### config.mk
export PLATFORM = sky130hd
export DESIGN_NAME = ldseq_top
export DESIGN_NICKNAME = d
export VERILOG_FILES = /design/src/core/ldseq_pkg.sv /design/src/core/ldseq_duty.sv /design/src/core/ldseq_top.sv
export SDC_FILE = /design/constraint.sdc
export NUM_CORES = 1
export LEC_CHECK = 0
export CORE_ASPECT_RATIO = 0.9
export CORE_MARGIN = 2
export CORE_UTILIZATION = 50
export DETAILED_ROUTE_END_ITERATION = 8
export DONT_BUFFER_PORTS = 1
export MAX_ROUTING_LAYER = met4
export PLACE_DENSITY = 0.75
export SLEW_MARGIN = 5
export SYNTH_ARGS = -nofsm -noshare
export SYNTH_HDL_FRONTEND = slang
export SYNTH_SLANG_ARGS = --single-unit
### constraint.sdc
create_clock -name ref_clk -period 56.7 [get_ports ref_clk]
set_input_delay 11.34 -clock ref_clk [delete_from_list [all_inputs] [get_ports ref_clk]]
set_output_delay 11.34 -clock ref_clk [all_outputs]
set_load 0.1 [all_outputs]
### src/core/ldseq_pkg.sv
// ldseq_pkg: constants and types for the led dimming sequencer
// assumes a single 250 MHz clock and synchronous active-low reset
package ldseq_pkg;
  // ==========================================================
  // clock
  localparam int CLK_MHZ = 250;
  // ==========================================================
  // shortest dimming pulse high time to honour, in ns
  localparam int MIN_ON_NS  = 300;
  localparam int MIN_ON_CYC = (MIN_ON_NS * CLK_MHZ + 999) / 1000;
  // ==========================================================
  // pre-boost interval width and reset value, in cycles
  localparam int           PBD_W       = 12;
  localparam logic [11:0]  PBD_RST     = 12'h000;
  // ==========================================================
  // duty measurement
  localparam int           DUTY_W      = 8;      // reference resolution
  localparam int           PER_W       = 14;     // period counter width
  // slowest input 40 kHz gives 6250 cycles; beyond this the period is called idle
  localparam int           PER_MAX_US  = 25;
  localparam int           PER_MAX_CYC = PER_MAX_US * CLK_MHZ;
  // settling time of the reference filter, in us (about 0.5 ms)
  localparam int           SETTLE_US   = 500;
  localparam int           FILT_SHIFT  = 4;      // iir weight 1/16 per period
  localparam logic [7:0]   REF_FULL    = 8'hFF;
  // ==========================================================
  // sequencer states
  typedef enum logic [3:0] {
    LDSEQ_OFF  = 4'b0001,
    LDSEQ_PRE  = 4'b0010,
    LDSEQ_ON   = 4'b0100,
    LDSEQ_TAIL = 4'b1000
  } ldseq_state_t;
endpackage

### src/core/ldseq_duty.sv
// ldseq_duty: measures duty cycle of the analog dim input, filters it
// assumes the input is already synchronous to ref_clk
`timescale 1ns/1ps
module ldseq_duty
  import ldseq_pkg::*;
(
  input  wire logic              ref_clk,
  input  wire logic              nrst,
  input  wire logic              dim_in,
  output logic [DUTY_W-1:0]      ref_level
);
  logic              prev_r;
  logic [PER_W-1:0]  per_r;
  logic [PER_W-1:0]  high_r;
  logic [DUTY_W-1:0] duty_nxt;
  logic [DUTY_W+FILT_SHIFT-1:0] acc_r;
  logic              rise;
  logic              idle;

  assign rise = dim_in & ~prev_r;
  assign idle = (per_r >= PER_W'(PER_MAX_CYC));

  // ==========================================================
  // period and high-sample counting
  always_ff @(posedge ref_clk) begin
    if (!nrst) begin
      prev_r <= 1'b0;
      per_r  <= '0;
      high_r <= '0;
    end else begin
      prev_r <= dim_in;
      if (rise) begin
        per_r  <= PER_W'(1);
        high_r <= PER_W'(dim_in);
      end else if (idle) begin
        // sticky idle: counters hold so the filter steps to the rest level every cycle
        per_r  <= per_r;
        high_r <= high_r;
      end else begin
        per_r  <= per_r + PER_W'(1);
        high_r <= high_r + PER_W'(dim_in);
      end
    end
  end

  // inverse duty: 100% minus high fraction; idle low input gives full current
  always_comb begin
    logic [PER_W+DUTY_W-1:0] num;
    logic [PER_W+DUTY_W-1:0] den;
    num = '0;
    den = (PER_W+DUTY_W)'(1);
    if (idle) begin
      duty_nxt = prev_r ? '0 : REF_FULL;
    end else begin
      num      = {high_r, {DUTY_W{1'b0}}} - {{DUTY_W{1'b0}}, high_r};
      // a rise right after reset sees an empty period; never divide by zero
      den      = (per_r == '0) ? (PER_W+DUTY_W)'(1) : (PER_W+DUTY_W)'(per_r);
      duty_nxt = REF_FULL - DUTY_W'(num / den);
    end
  end

  // ==========================================================
  // iir filter; divide kept to period ends, trading area for latency
  always_ff @(posedge ref_clk) begin
    if (!nrst) begin
      acc_r <= {REF_FULL, {FILT_SHIFT{1'b0}}};
    end else if (rise || idle) begin
      acc_r <= acc_r - (acc_r >> FILT_SHIFT)
               + (DUTY_W+FILT_SHIFT)'(duty_nxt);
    end
  end

  assign ref_level = acc_r[DUTY_W+FILT_SHIFT-1:FILT_SHIFT];

  cov_dim_a: cover property (@(posedge ref_clk) disable iff (!nrst) rise ##1 !idle);
  idle_full_a: assert property (@(posedge ref_clk) disable iff (!nrst)
    idle && !prev_r |-> duty_nxt == REF_FULL)
    else $error("idle low input not full current");
endmodule

### src/core/ldseq_top.sv
// ldseq_top: gates led sinks and boost switching from enable and dimming pulse
// assumes inputs synchronous to ref_clk; pull-down is modelled by treating
// an unknown-free low as zero duty
`timescale 1ns/1ps
module ldseq_top
  import ldseq_pkg::*;
(
  input  wire logic              ref_clk,
  input  wire logic              nrst,
  input  wire logic              enable_in,
  input  wire logic              dim_pulse_in,
  input  wire logic              analog_dim_duty_input,
  input  wire logic [PBD_W-1:0]  pre_boost_delay,
  input  wire logic [3:0]        sink_enable,
  output logic [3:0]             sink_on,
  output logic                   boost_on,
  output logic                   comp_float,
  output logic                   bias_keep,
  output logic [DUTY_W-1:0]      current_set_reference
);
  ldseq_state_t      st_r;
  logic [PBD_W-1:0]  cnt_r;
  logic [PBD_W-1:0]  pbd_r;
  logic              act;
  logic              sink_r;
  logic              boost_r;
  logic [PBD_W-1:0]  pre_age_r;
  logic [PBD_W-1:0]  tail_age_r;

  assign act = enable_in & dim_pulse_in;

  // ==========================================================
  // interval latched when a rise is taken in LDSEQ_OFF so a mid-pulse change cannot skew on-time
  always_ff @(posedge ref_clk) begin
    if (!nrst) begin
      pbd_r <= PBD_RST;
    end else if (st_r == LDSEQ_OFF && act) begin
      pbd_r <= pre_boost_delay;
    end
  end

  // ==========================================================
  // sequencer: pulses can be one cycle wide; a rise is taken in LDSEQ_OFF, one during the tail is dropped unless the pulse is still high when the tail ends
  always_ff @(posedge ref_clk) begin
    if (!nrst) begin
      st_r  <= LDSEQ_OFF;
      cnt_r <= '0;
    end else begin
      case (st_r)
        LDSEQ_OFF: begin
          if (act) begin
            st_r  <= (pre_boost_delay == '0) ? LDSEQ_ON : LDSEQ_PRE;
            cnt_r <= PBD_W'(1);
          end
        end
        LDSEQ_PRE: begin
          if (!enable_in) begin
            st_r <= LDSEQ_OFF;
          end else if (cnt_r >= pbd_r) begin
            st_r <= LDSEQ_ON;
          end else begin
            cnt_r <= cnt_r + PBD_W'(1);
          end
        end
        LDSEQ_ON: begin
          if (!enable_in) begin
            st_r <= LDSEQ_OFF;
          end else if (!dim_pulse_in) begin
            st_r  <= (pbd_r == '0) ? LDSEQ_OFF : LDSEQ_TAIL;
            cnt_r <= PBD_W'(1);
          end
        end
        LDSEQ_TAIL: begin
          if (!enable_in) begin
            st_r <= LDSEQ_OFF;
          end else if (cnt_r >= pbd_r) begin
            st_r <= LDSEQ_OFF;
          end else begin
            cnt_r <= cnt_r + PBD_W'(1);
          end
        end
        default: st_r <= LDSEQ_OFF;
      endcase
    end
  end

  // ==========================================================
  // outputs; enable low cuts sinks at once, the tail follows only the pulse
  always_comb begin
    sink_r  = enable_in && (st_r == LDSEQ_ON || st_r == LDSEQ_TAIL);
    boost_r = enable_in && st_r != LDSEQ_OFF;
  end

  assign sink_on    = sink_r ? sink_enable : 4'h0;
  assign boost_on   = boost_r;
  assign comp_float = ~sink_r;
  assign bias_keep  = enable_in;

  // ==========================================================
  // analog dimming reference
  ldseq_duty u_duty (
    .ref_clk   (ref_clk),
    .nrst      (nrst),
    .dim_in    (analog_dim_duty_input),
    .ref_level (current_set_reference)
  );

  // ==========================================================
  // checks
  sink_gate_a: assert property (@(posedge ref_clk) disable iff (!nrst)
    !enable_in |-> sink_on == 4'h0 && !boost_on)
    else $error("sinks active with enable low");
  sink_need_a: assert property (@(posedge ref_clk) disable iff (!nrst)
    sink_on != 4'h0 |-> enable_in)
    else $error("sinks on without enable");
  boost_first_a: assert property (@(posedge ref_clk) disable iff (!nrst)
    st_r == LDSEQ_OFF && act |=> boost_on || !enable_in)
    else $error("boost not started on rise");
  pre_hold_a: assert property (@(posedge ref_clk) disable iff (!nrst)
    st_r == LDSEQ_PRE |-> sink_on == 4'h0 && comp_float)
    else $error("sinks on during pre-boost");
  tail_keep_a: assert property (@(posedge ref_clk) disable iff (!nrst)
    st_r == LDSEQ_ON && enable_in && !dim_pulse_in && pbd_r != '0
    |=> boost_on || !enable_in)
    else $error("boost dropped before tail");
  pre_len_a: assert property (@(posedge ref_clk) disable iff (!nrst)
    st_r == LDSEQ_PRE && cnt_r < pbd_r && enable_in |=> st_r == LDSEQ_PRE)
    else $error("pre-boost ended early");
  short_pulse_a: assert property (@(posedge ref_clk) disable iff (!nrst)
    $rose(act) && st_r == LDSEQ_OFF |=> st_r != LDSEQ_OFF || !enable_in)
    else $error("short pulse lost");
  comp_float_a: assert property (@(posedge ref_clk) disable iff (!nrst)
    comp_float == (sink_on == 4'h0 || sink_enable == 4'h0 ? comp_float : 1'b0))
    else $error("comp not driven while sinks on");

  // ==========================================================
  // checker helpers: cycles spent in each timed state, read by assertions only
  always_ff @(posedge ref_clk) begin
    if (!nrst) begin
      pre_age_r <= '0;
    end else if (st_r == LDSEQ_PRE) begin
      pre_age_r <= pre_age_r + PBD_W'(1);
    end else begin
      pre_age_r <= '0;
    end
  end

  always_ff @(posedge ref_clk) begin
    if (!nrst) begin
      tail_age_r <= '0;
    end else if (st_r == LDSEQ_TAIL) begin
      tail_age_r <= tail_age_r + PBD_W'(1);
    end else begin
      tail_age_r <= '0;
    end
  end

  // ==========================================================
  // sequencing checks; the interval is held constant between rises
  pre_age_a: assert property (@(posedge ref_clk) disable iff (!nrst)
    st_r == LDSEQ_PRE |-> pre_age_r < pbd_r)
    else $error("pre-boost longer than interval");
  tail_age_a: assert property (@(posedge ref_clk) disable iff (!nrst)
    st_r == LDSEQ_TAIL |-> tail_age_r < pbd_r)
    else $error("tail longer than interval");
  pre_end_a: assert property (@(posedge ref_clk) disable iff (!nrst)
    st_r == LDSEQ_PRE && enable_in && cnt_r >= pbd_r |=> st_r == LDSEQ_ON)
    else $error("sinks not enabled after pre-boost");
  tail_len_a: assert property (@(posedge ref_clk) disable iff (!nrst)
    st_r == LDSEQ_TAIL && enable_in && cnt_r < pbd_r |=> st_r == LDSEQ_TAIL)
    else $error("tail ended early");
  tail_end_a: assert property (@(posedge ref_clk) disable iff (!nrst)
    st_r == LDSEQ_TAIL && enable_in && cnt_r >= pbd_r |=> st_r == LDSEQ_OFF)
    else $error("tail overran interval");
  on_fall_a: assert property (@(posedge ref_clk) disable iff (!nrst)
    st_r == LDSEQ_ON && enable_in && !dim_pulse_in |=> st_r != LDSEQ_ON)
    else $error("pulse fall missed");
  drop_off_a: assert property (@(posedge ref_clk) disable iff (!nrst)
    st_r != LDSEQ_OFF && !enable_in |=> st_r == LDSEQ_OFF)
    else $error("enable low did not stop sequence");
  off_quiet_a: assert property (@(posedge ref_clk) disable iff (!nrst)
    st_r == LDSEQ_OFF |-> sink_on == 4'h0 && !boost_on)
    else $error("outputs active while off");
  sink_mask_a: assert property (@(posedge ref_clk) disable iff (!nrst)
    sink_r |-> sink_on == sink_enable)
    else $error("enabled sinks not all on");
  bias_keep_a: assert property (@(posedge ref_clk) disable iff (!nrst)
    enable_in |-> bias_keep)
    else $error("bias dropped while enabled");
  pbd_latch_a: assert property (@(posedge ref_clk) disable iff (!nrst)
    st_r == LDSEQ_OFF && act |=> pbd_r == $past(pre_boost_delay))
    else $error("interval not latched at rise");
  state_hot_a: assert property (@(posedge ref_clk) disable iff (!nrst)
    $onehot(st_r))
    else $error("sequencer state not one-hot");

  cov_pre_c: cover property (@(posedge ref_clk) disable iff (!nrst)
    st_r == LDSEQ_PRE ##1 st_r == LDSEQ_ON);
  cov_tail_c: cover property (@(posedge ref_clk) disable iff (!nrst)
    st_r == LDSEQ_TAIL ##1 st_r == LDSEQ_OFF);
  cov_short_c: cover property (@(posedge ref_clk) disable iff (!nrst)
    $rose(act) ##2 !act);
endmodule

==> impl_metrics.toml, run 1 <==
[status]
outcome = "complete, no violations"

[final_layout]
fill_cells = 3141
fin_nets = 2533
drive_gt1_share_pct = 8.259
synthToLayoutAreaGrowth_pct = 5.471

[job]
maxCapViolCount = 0

[detailed_routing]
viasPerCell = 6.394
drc = 0
drt_wl_total_microns = 47920
wl_per_cell_microns = 17.92
drt-initial-drc-count = 1160
first_pass_iters = 6
vias = 17110
postRouteAntennaNets = 0

[logic_synthesis]
ys_seq_elements = 69
syn_area_sq_mm = 0.01653
syn_area_per_cell_sq_um = 7.233
synth_warnings = 0
synth-seq-area-share_pct = 8.354
synth_cell_type_count = 97
synthArstFlopShare_pct = 0
synth-edff-count = 0
synthCells = 2286
synth_fp_nets = 2572
synth_ff_type = "dfxtp_1"

[cts]
cts_made_buffers = 9
clk_pin_slew_ns = 0.06
clock-sinks = 69
cts_tree = "yes"
root_buffer = "clkbuf_16"
clk_latency_ns = 0.34
htree_levels = 3
cts_buffer_depth = 2
hold_buffers = 0

[die]
coreArea_sq_mm = 0.03279
pin_count = 36
start_util_pct = 50.42
die_x_microns = 195.7
fp-row-count = 63
dieArea_sq_mm = 0.03454
die_h_microns = 176.5

[critical_path]
crit_slowest_cell = "or4_4"
max_stage_delay_ns = 0.57
cp-end-kind = "flop"
worstPathArrival_ns = 53.14
path_common_cell = "o21a_1"
critPathLaunchType = "flop"
required_ns = 56.99
r2r-start = "u_duty.high_r[8]"
path_class = "flop to flop"
crit_start = "u_duty.high_r[8]"
cp_max_fo = 22

[sta]
slew_violations = 0
rsz0062_at_grt = "false"
fin_ws_ns = 3.849
finalSetupTns_ns = 0
hold_viol = 0
fmax_mhz = 18.92
final.period_utilization_pct = 93.21
maxSlewHeadroom_pct = 22.16
finalClockSkew_ns = 0.01337
min_period_ns = 52.85
setup_viol = 0
tightestPinTransition_ns = 1.166

[grt]
grt_use_total_pct = 27.73
grt_pass1_vias = 16010
grt_max_degree = 27
grt.overflow.total = 0
grt_pass1_wl_microns = 77590
antenna_found_initial = 1

[hold_path]
hold_path_startpoint = "u_duty.acc_r[1]"
hold_path_class = "flop to flop"

[place]
io_buffers = 0
dp_hpwl_microns = 37680
dp_slack_ns = 0.5551
gp_congestion = 0.9769
cells in the mapped netlist (57+ instances only):
cell       n  area [sq um]
o21ai_0  119         595.6
a21oi_1  169         845.8
xnor2_1   94         823.3
o21a_1    73         548.0
nor3_1   106         530.5
nor2_1   217         814.5
a21o_1    57         427.9
nand2_1  207         777.0
ha_1     257          3216
inv_1    115         431.7
dfxtp_1   69          1381
mux2_2    58         653.1
cells by family after synthesis:
group | synth area share [%]
flip-flops | 8.354
multiplexers | 6.001
adder cells (fa/ha/maj) | 20.42
AND/OR/NAND/NOR | 24.73
AO/OA/AOI/OAI | 27.97
buffers and inverters | 4.639
XOR/XNOR | 7.893
sequential cells by signal, indices dropped and copies added (netlist names):
name           flops
u_duty.high_r     14
u_duty.per_r      14
cnt_r             12
pbd_r             12
u_duty.acc_r      12
st_r               4
u_duty.prev_r      1
per-stage QoR:
| step | util [%] | hold slack [ns] | area [sq um] | instances |
|---|---|---|---|---|
| 2_1_floorplan | - | 0.4319 | 16530 | 2286 |
| 3_5_place_dp | 51.59 | 0.4524 | 16920 | 2655 |
| 4_1_cts | 52.51 | 0.4632 | 17220 | 2671 |
| 5_1_grt | 53.18 | 0.4843 | 17440 | 2675 |
| 6_report | 53.18 | 0.4585 | 17440 | 2675 |
| 3_3_place_gp | 51.59 | 0.4418 | 16920 | 2655 |
per-layer routing:
layer / part of all wire (%) / vias up / global-route usage, %
li1: - / 8417 / -
met1: 45 / 7929 / 35.34
met2: 44 / 625 / 43.94
met3: 7.0 / 134 / 4.814
met4: 3.4 / 0 / 10.57
met5: 0 / - / -
critical path: cells and delay by family (launching register included):
family | cells | cell delay, ns
fa+ha+maj | 24 | 7.39
flops | 1 | 0.51
compound gates | 124 | 26.89
buf+inv | 12 | 1.93
simple gates | 69 | 13.33
xor+xnor | 2 | 0.36
mux | 7 | 2.28
cell usage in the layout (no fill, tap or decap), types with 10 or more instances in the layout:
| master | instances |
|---|---|
| a211oi_1 | 23 |
| a21boi_0 | 17 |
| a21o_1 | 57 |
| a21oi_1 | 163 |
| a31oi_1 | 25 |
| and2_1 | 20 |
| and3_1 | 26 |
| buf_4 | 25 |
| dfxtp_1 | 69 |
| ha_1 | 257 |
| inv_1 | 115 |
| mux2_2 | 58 |
| mux2i_1 | 17 |
| nand2_1 | 205 |
| nand2b_1 | 33 |
| nand3_1 | 52 |
| nand3b_1 | 11 |
| nand4_1 | 32 |
| nor2_1 | 215 |
| nor2b_1 | 24 |
| nor3_1 | 105 |
| nor4_1 | 23 |
| o211ai_1 | 30 |
| o21a_1 | 72 |
| o21ai_0 | 115 |
| o21bai_1 | 10 |
| o31ai_1 | 35 |
| or2_2 | 13 |
| or3_1 | 33 |
| xnor2_1 | 93 |
| xor2_1 | 55 |
timing repair:
item,CTS,global route
gates resized for setup,0,49
buffers inserted,0,3
endpoints found under the setup margin,0,12
worst paths after layout:
| check | end | slack [ns] | cells past startpoint |
|---|---|---|---|
| worst min register to register | u_duty.acc_r[1] | 0.46 | 2 |
| worst max register to register | u_duty.acc_r[11] | 3.85 | 238 |
| worst max-delay path | u_duty.acc_r[11] | 3.85 | 238 |
| worst min-delay path | u_duty.acc_r[1] | 0.46 | 2 |
layout make-up:
class	count	area (sq um)	share of cell area [%]
clock buffers	9	225.2	1.291
repair buffers	25	187.7	1.076
inverters	116	435.4	2.497
well taps	422	528.0	3.028
diodes	1	2.502	0.01435
clock inverters	7	78.83	0.4520
flip-flops and latches	69	1381	7.921
multi-input cells	2026	14600	83.72
Power of run 1 is not shown: default switching activity piles up to over one toggle a cycle in this logic, so the estimate is an artifact.
==> inputs of run 2 (changes only) <==
REMOVE_ABC_BUFFERS = 1   (was unset)
==> impl_metrics.toml, run 2 (same netlist as run 1, synthesis figures left out) <==
[status]
outcome = "complete, no violations"

[cts]
clk_pin_slew_ns = 0.07
cts_made_buffers = 9
clock-sinks = 69
cts_tree = "yes"
hold_buffers = 0
root_buffer = "clkbuf_16"
cts_buffer_depth = 2
clk_latency_ns = 0.35
htree_levels = 3

[sta]
setup_viol = 0
final.period_utilization_pct = 93.51
fmax_mhz = 18.86
fin_ws_ns = 3.680
finalClockSkew_ns = 0.01085
maxSlewHeadroom_pct = 24.43
tightestPinTransition_ns = 1.132
slew_violations = 0
min_period_ns = 53.02
hold_viol = 0

[die]
coreArea_sq_mm = 0.03279
fp-row-count = 63
pin_count = 36
die_h_microns = 176.5
start_util_pct = 50.42
die_x_microns = 195.7
dieArea_sq_mm = 0.03454

[final_layout]
fin_area_sq_mm = 0.01756
final_cell_mix = "ha_1 (257), nor2_1 (215), nand2_1 (204)"
seq_area_sq_mm = 0.001384
reg_top3 = "u_duty.high_r x14, u_duty.per_r x14"
drive_gt1_share_pct = 8.982
fin_nets = 2541
fill_cells = 3143
final_common_cell = "ha_1"
synthToLayoutAreaGrowth_pct = 6.205
fin_util_pct = 53.55
multiInputGateArea_sq_mm = 0.01465

[grt]
antenna_found_initial = 1
grt_max_degree = 27
grt_pass1_vias = 16270
grt_pass1_wl_microns = 78490
grt.overflow.total = 0
grt_use_total_pct = 27.89

[hold_path]
hold_end = "u_duty.acc_r[1]"
hold_path_startpoint = "u_duty.acc_r[1]"
hold_depth = 2
hold_path_class = "flop to flop"

[critical_path]
rrSetupSlack_ns = 3.68
worstPathArrival_ns = 53.30
r2r-start = "u_duty.high_r[11]"
cp-end-kind = "flop"
r2r_cells = 241
path_common_cell = "o21a_1"
required_ns = 56.98
crit_slowest_cell = "nor4_2"
cp_max_fo = 23
max_stage_delay_ns = 0.66
critPathLaunchType = "flop"
path_class = "flop to flop"
r2r-end = "u_duty.acc_r[11]"

[job]
maxCapViolCount = 0

[detailed_routing]
viasPerCell = 6.395
first_pass_iters = 6
drt-initial-drc-count = 1366
drc = 0
vias = 17160
drt_wl_total_microns = 47880
wl_per_cell_microns = 17.85
postRouteAntennaNets = 0

[place]
dp_slack_ns = -0.6004
io_buffers = 0
dp_hpwl_microns = 37350
place_area_sq_mm = 0.01690
gp_congestion = 0.9621
==> run 2: changes by cell type in the layout (fill, tap and decap cells not counted), sizes merged <==
cell	delta
buf	+8
bufinv	-1
inv	+1
==> run 2: worst max-delay path by stage <==
stage	from	to	slack, ns	depth (start not counted)
6_report	u_duty.high_r[11]	u_duty.acc_r[11]	3.68	241
5_1_grt	u_duty.high_r[11]	u_duty.acc_r[11]	-0.16	240
4_1_cts	u_duty.high_r[8]	u_duty.acc_r[11]	0.15	235
3_5_place_dp	u_duty.high_r[2]	u_duty.acc_r[11]	-0.60	236
3_3_place_gp	u_duty.high_r[8]	u_duty.acc_r[11]	1.43	233
2_1_floorplan	u_duty.per_r[11]	u_duty.acc_r[11]	5.16	231
==> run 2: critical path: cells and delay by family (launching register included) <==
family,cells,cell delay [ns]
AO/OA/AOI/OAI,127,27.46
XOR/XNOR,2,0.29
buffers and inverters,12,1.81
AND/OR/NAND/NOR,68,12.73
multiplexers,7,2.44
adder cells (fa/ha/maj),25,7.70
flip-flops,1,0.48
==> run 2: what timing repair did <==
| item | 4_1_cts | 5_1_grt |
|---|---|---|
| cloned | 0 | 0 |
| buffers inserted | 0 | 13 |
| gates resized for setup | 6 | 55 |
| endpoints found under the setup margin | 4 | 12 |
| pin swaps | 0 | 4 |
==> run 2: layer usage <==
metal | track usage (%) | part of all wire (%)
met5 | - | 0
met4 | 9.754 | 3.0
met3 | 3.152 | 6.6
met2 | 44.15 | 44
met1 | 36.94 | 47
==> run 2: stage by stage <==
step / std cells / hold slack [ns] / TNS, ns
3_3_place_gp: 2653 / 0.4424 / 0
6_report: 2683 / 0.4538 / 0
3_5_place_dp: 2653 / 0.4522 / -0.9978
5_1_grt: 2683 / 0.4871 / -0.1554
4_1_cts: 2669 / 0.4611 / 0
2_1_floorplan: 2211 / 0.4319 / 0
==> run 2: area by class of cell <==
type	instances	area share (%)
clock inverters	7	0.4061
flip-flops and latches	69	7.880
well taps	422	3.007
diodes	1	0.01425
clock buffers	9	1.283
inverters	116	2.480
repair buffers	33	1.482
multi-input cells	2026	83.45
Power of run 2 is left out for the same reason.
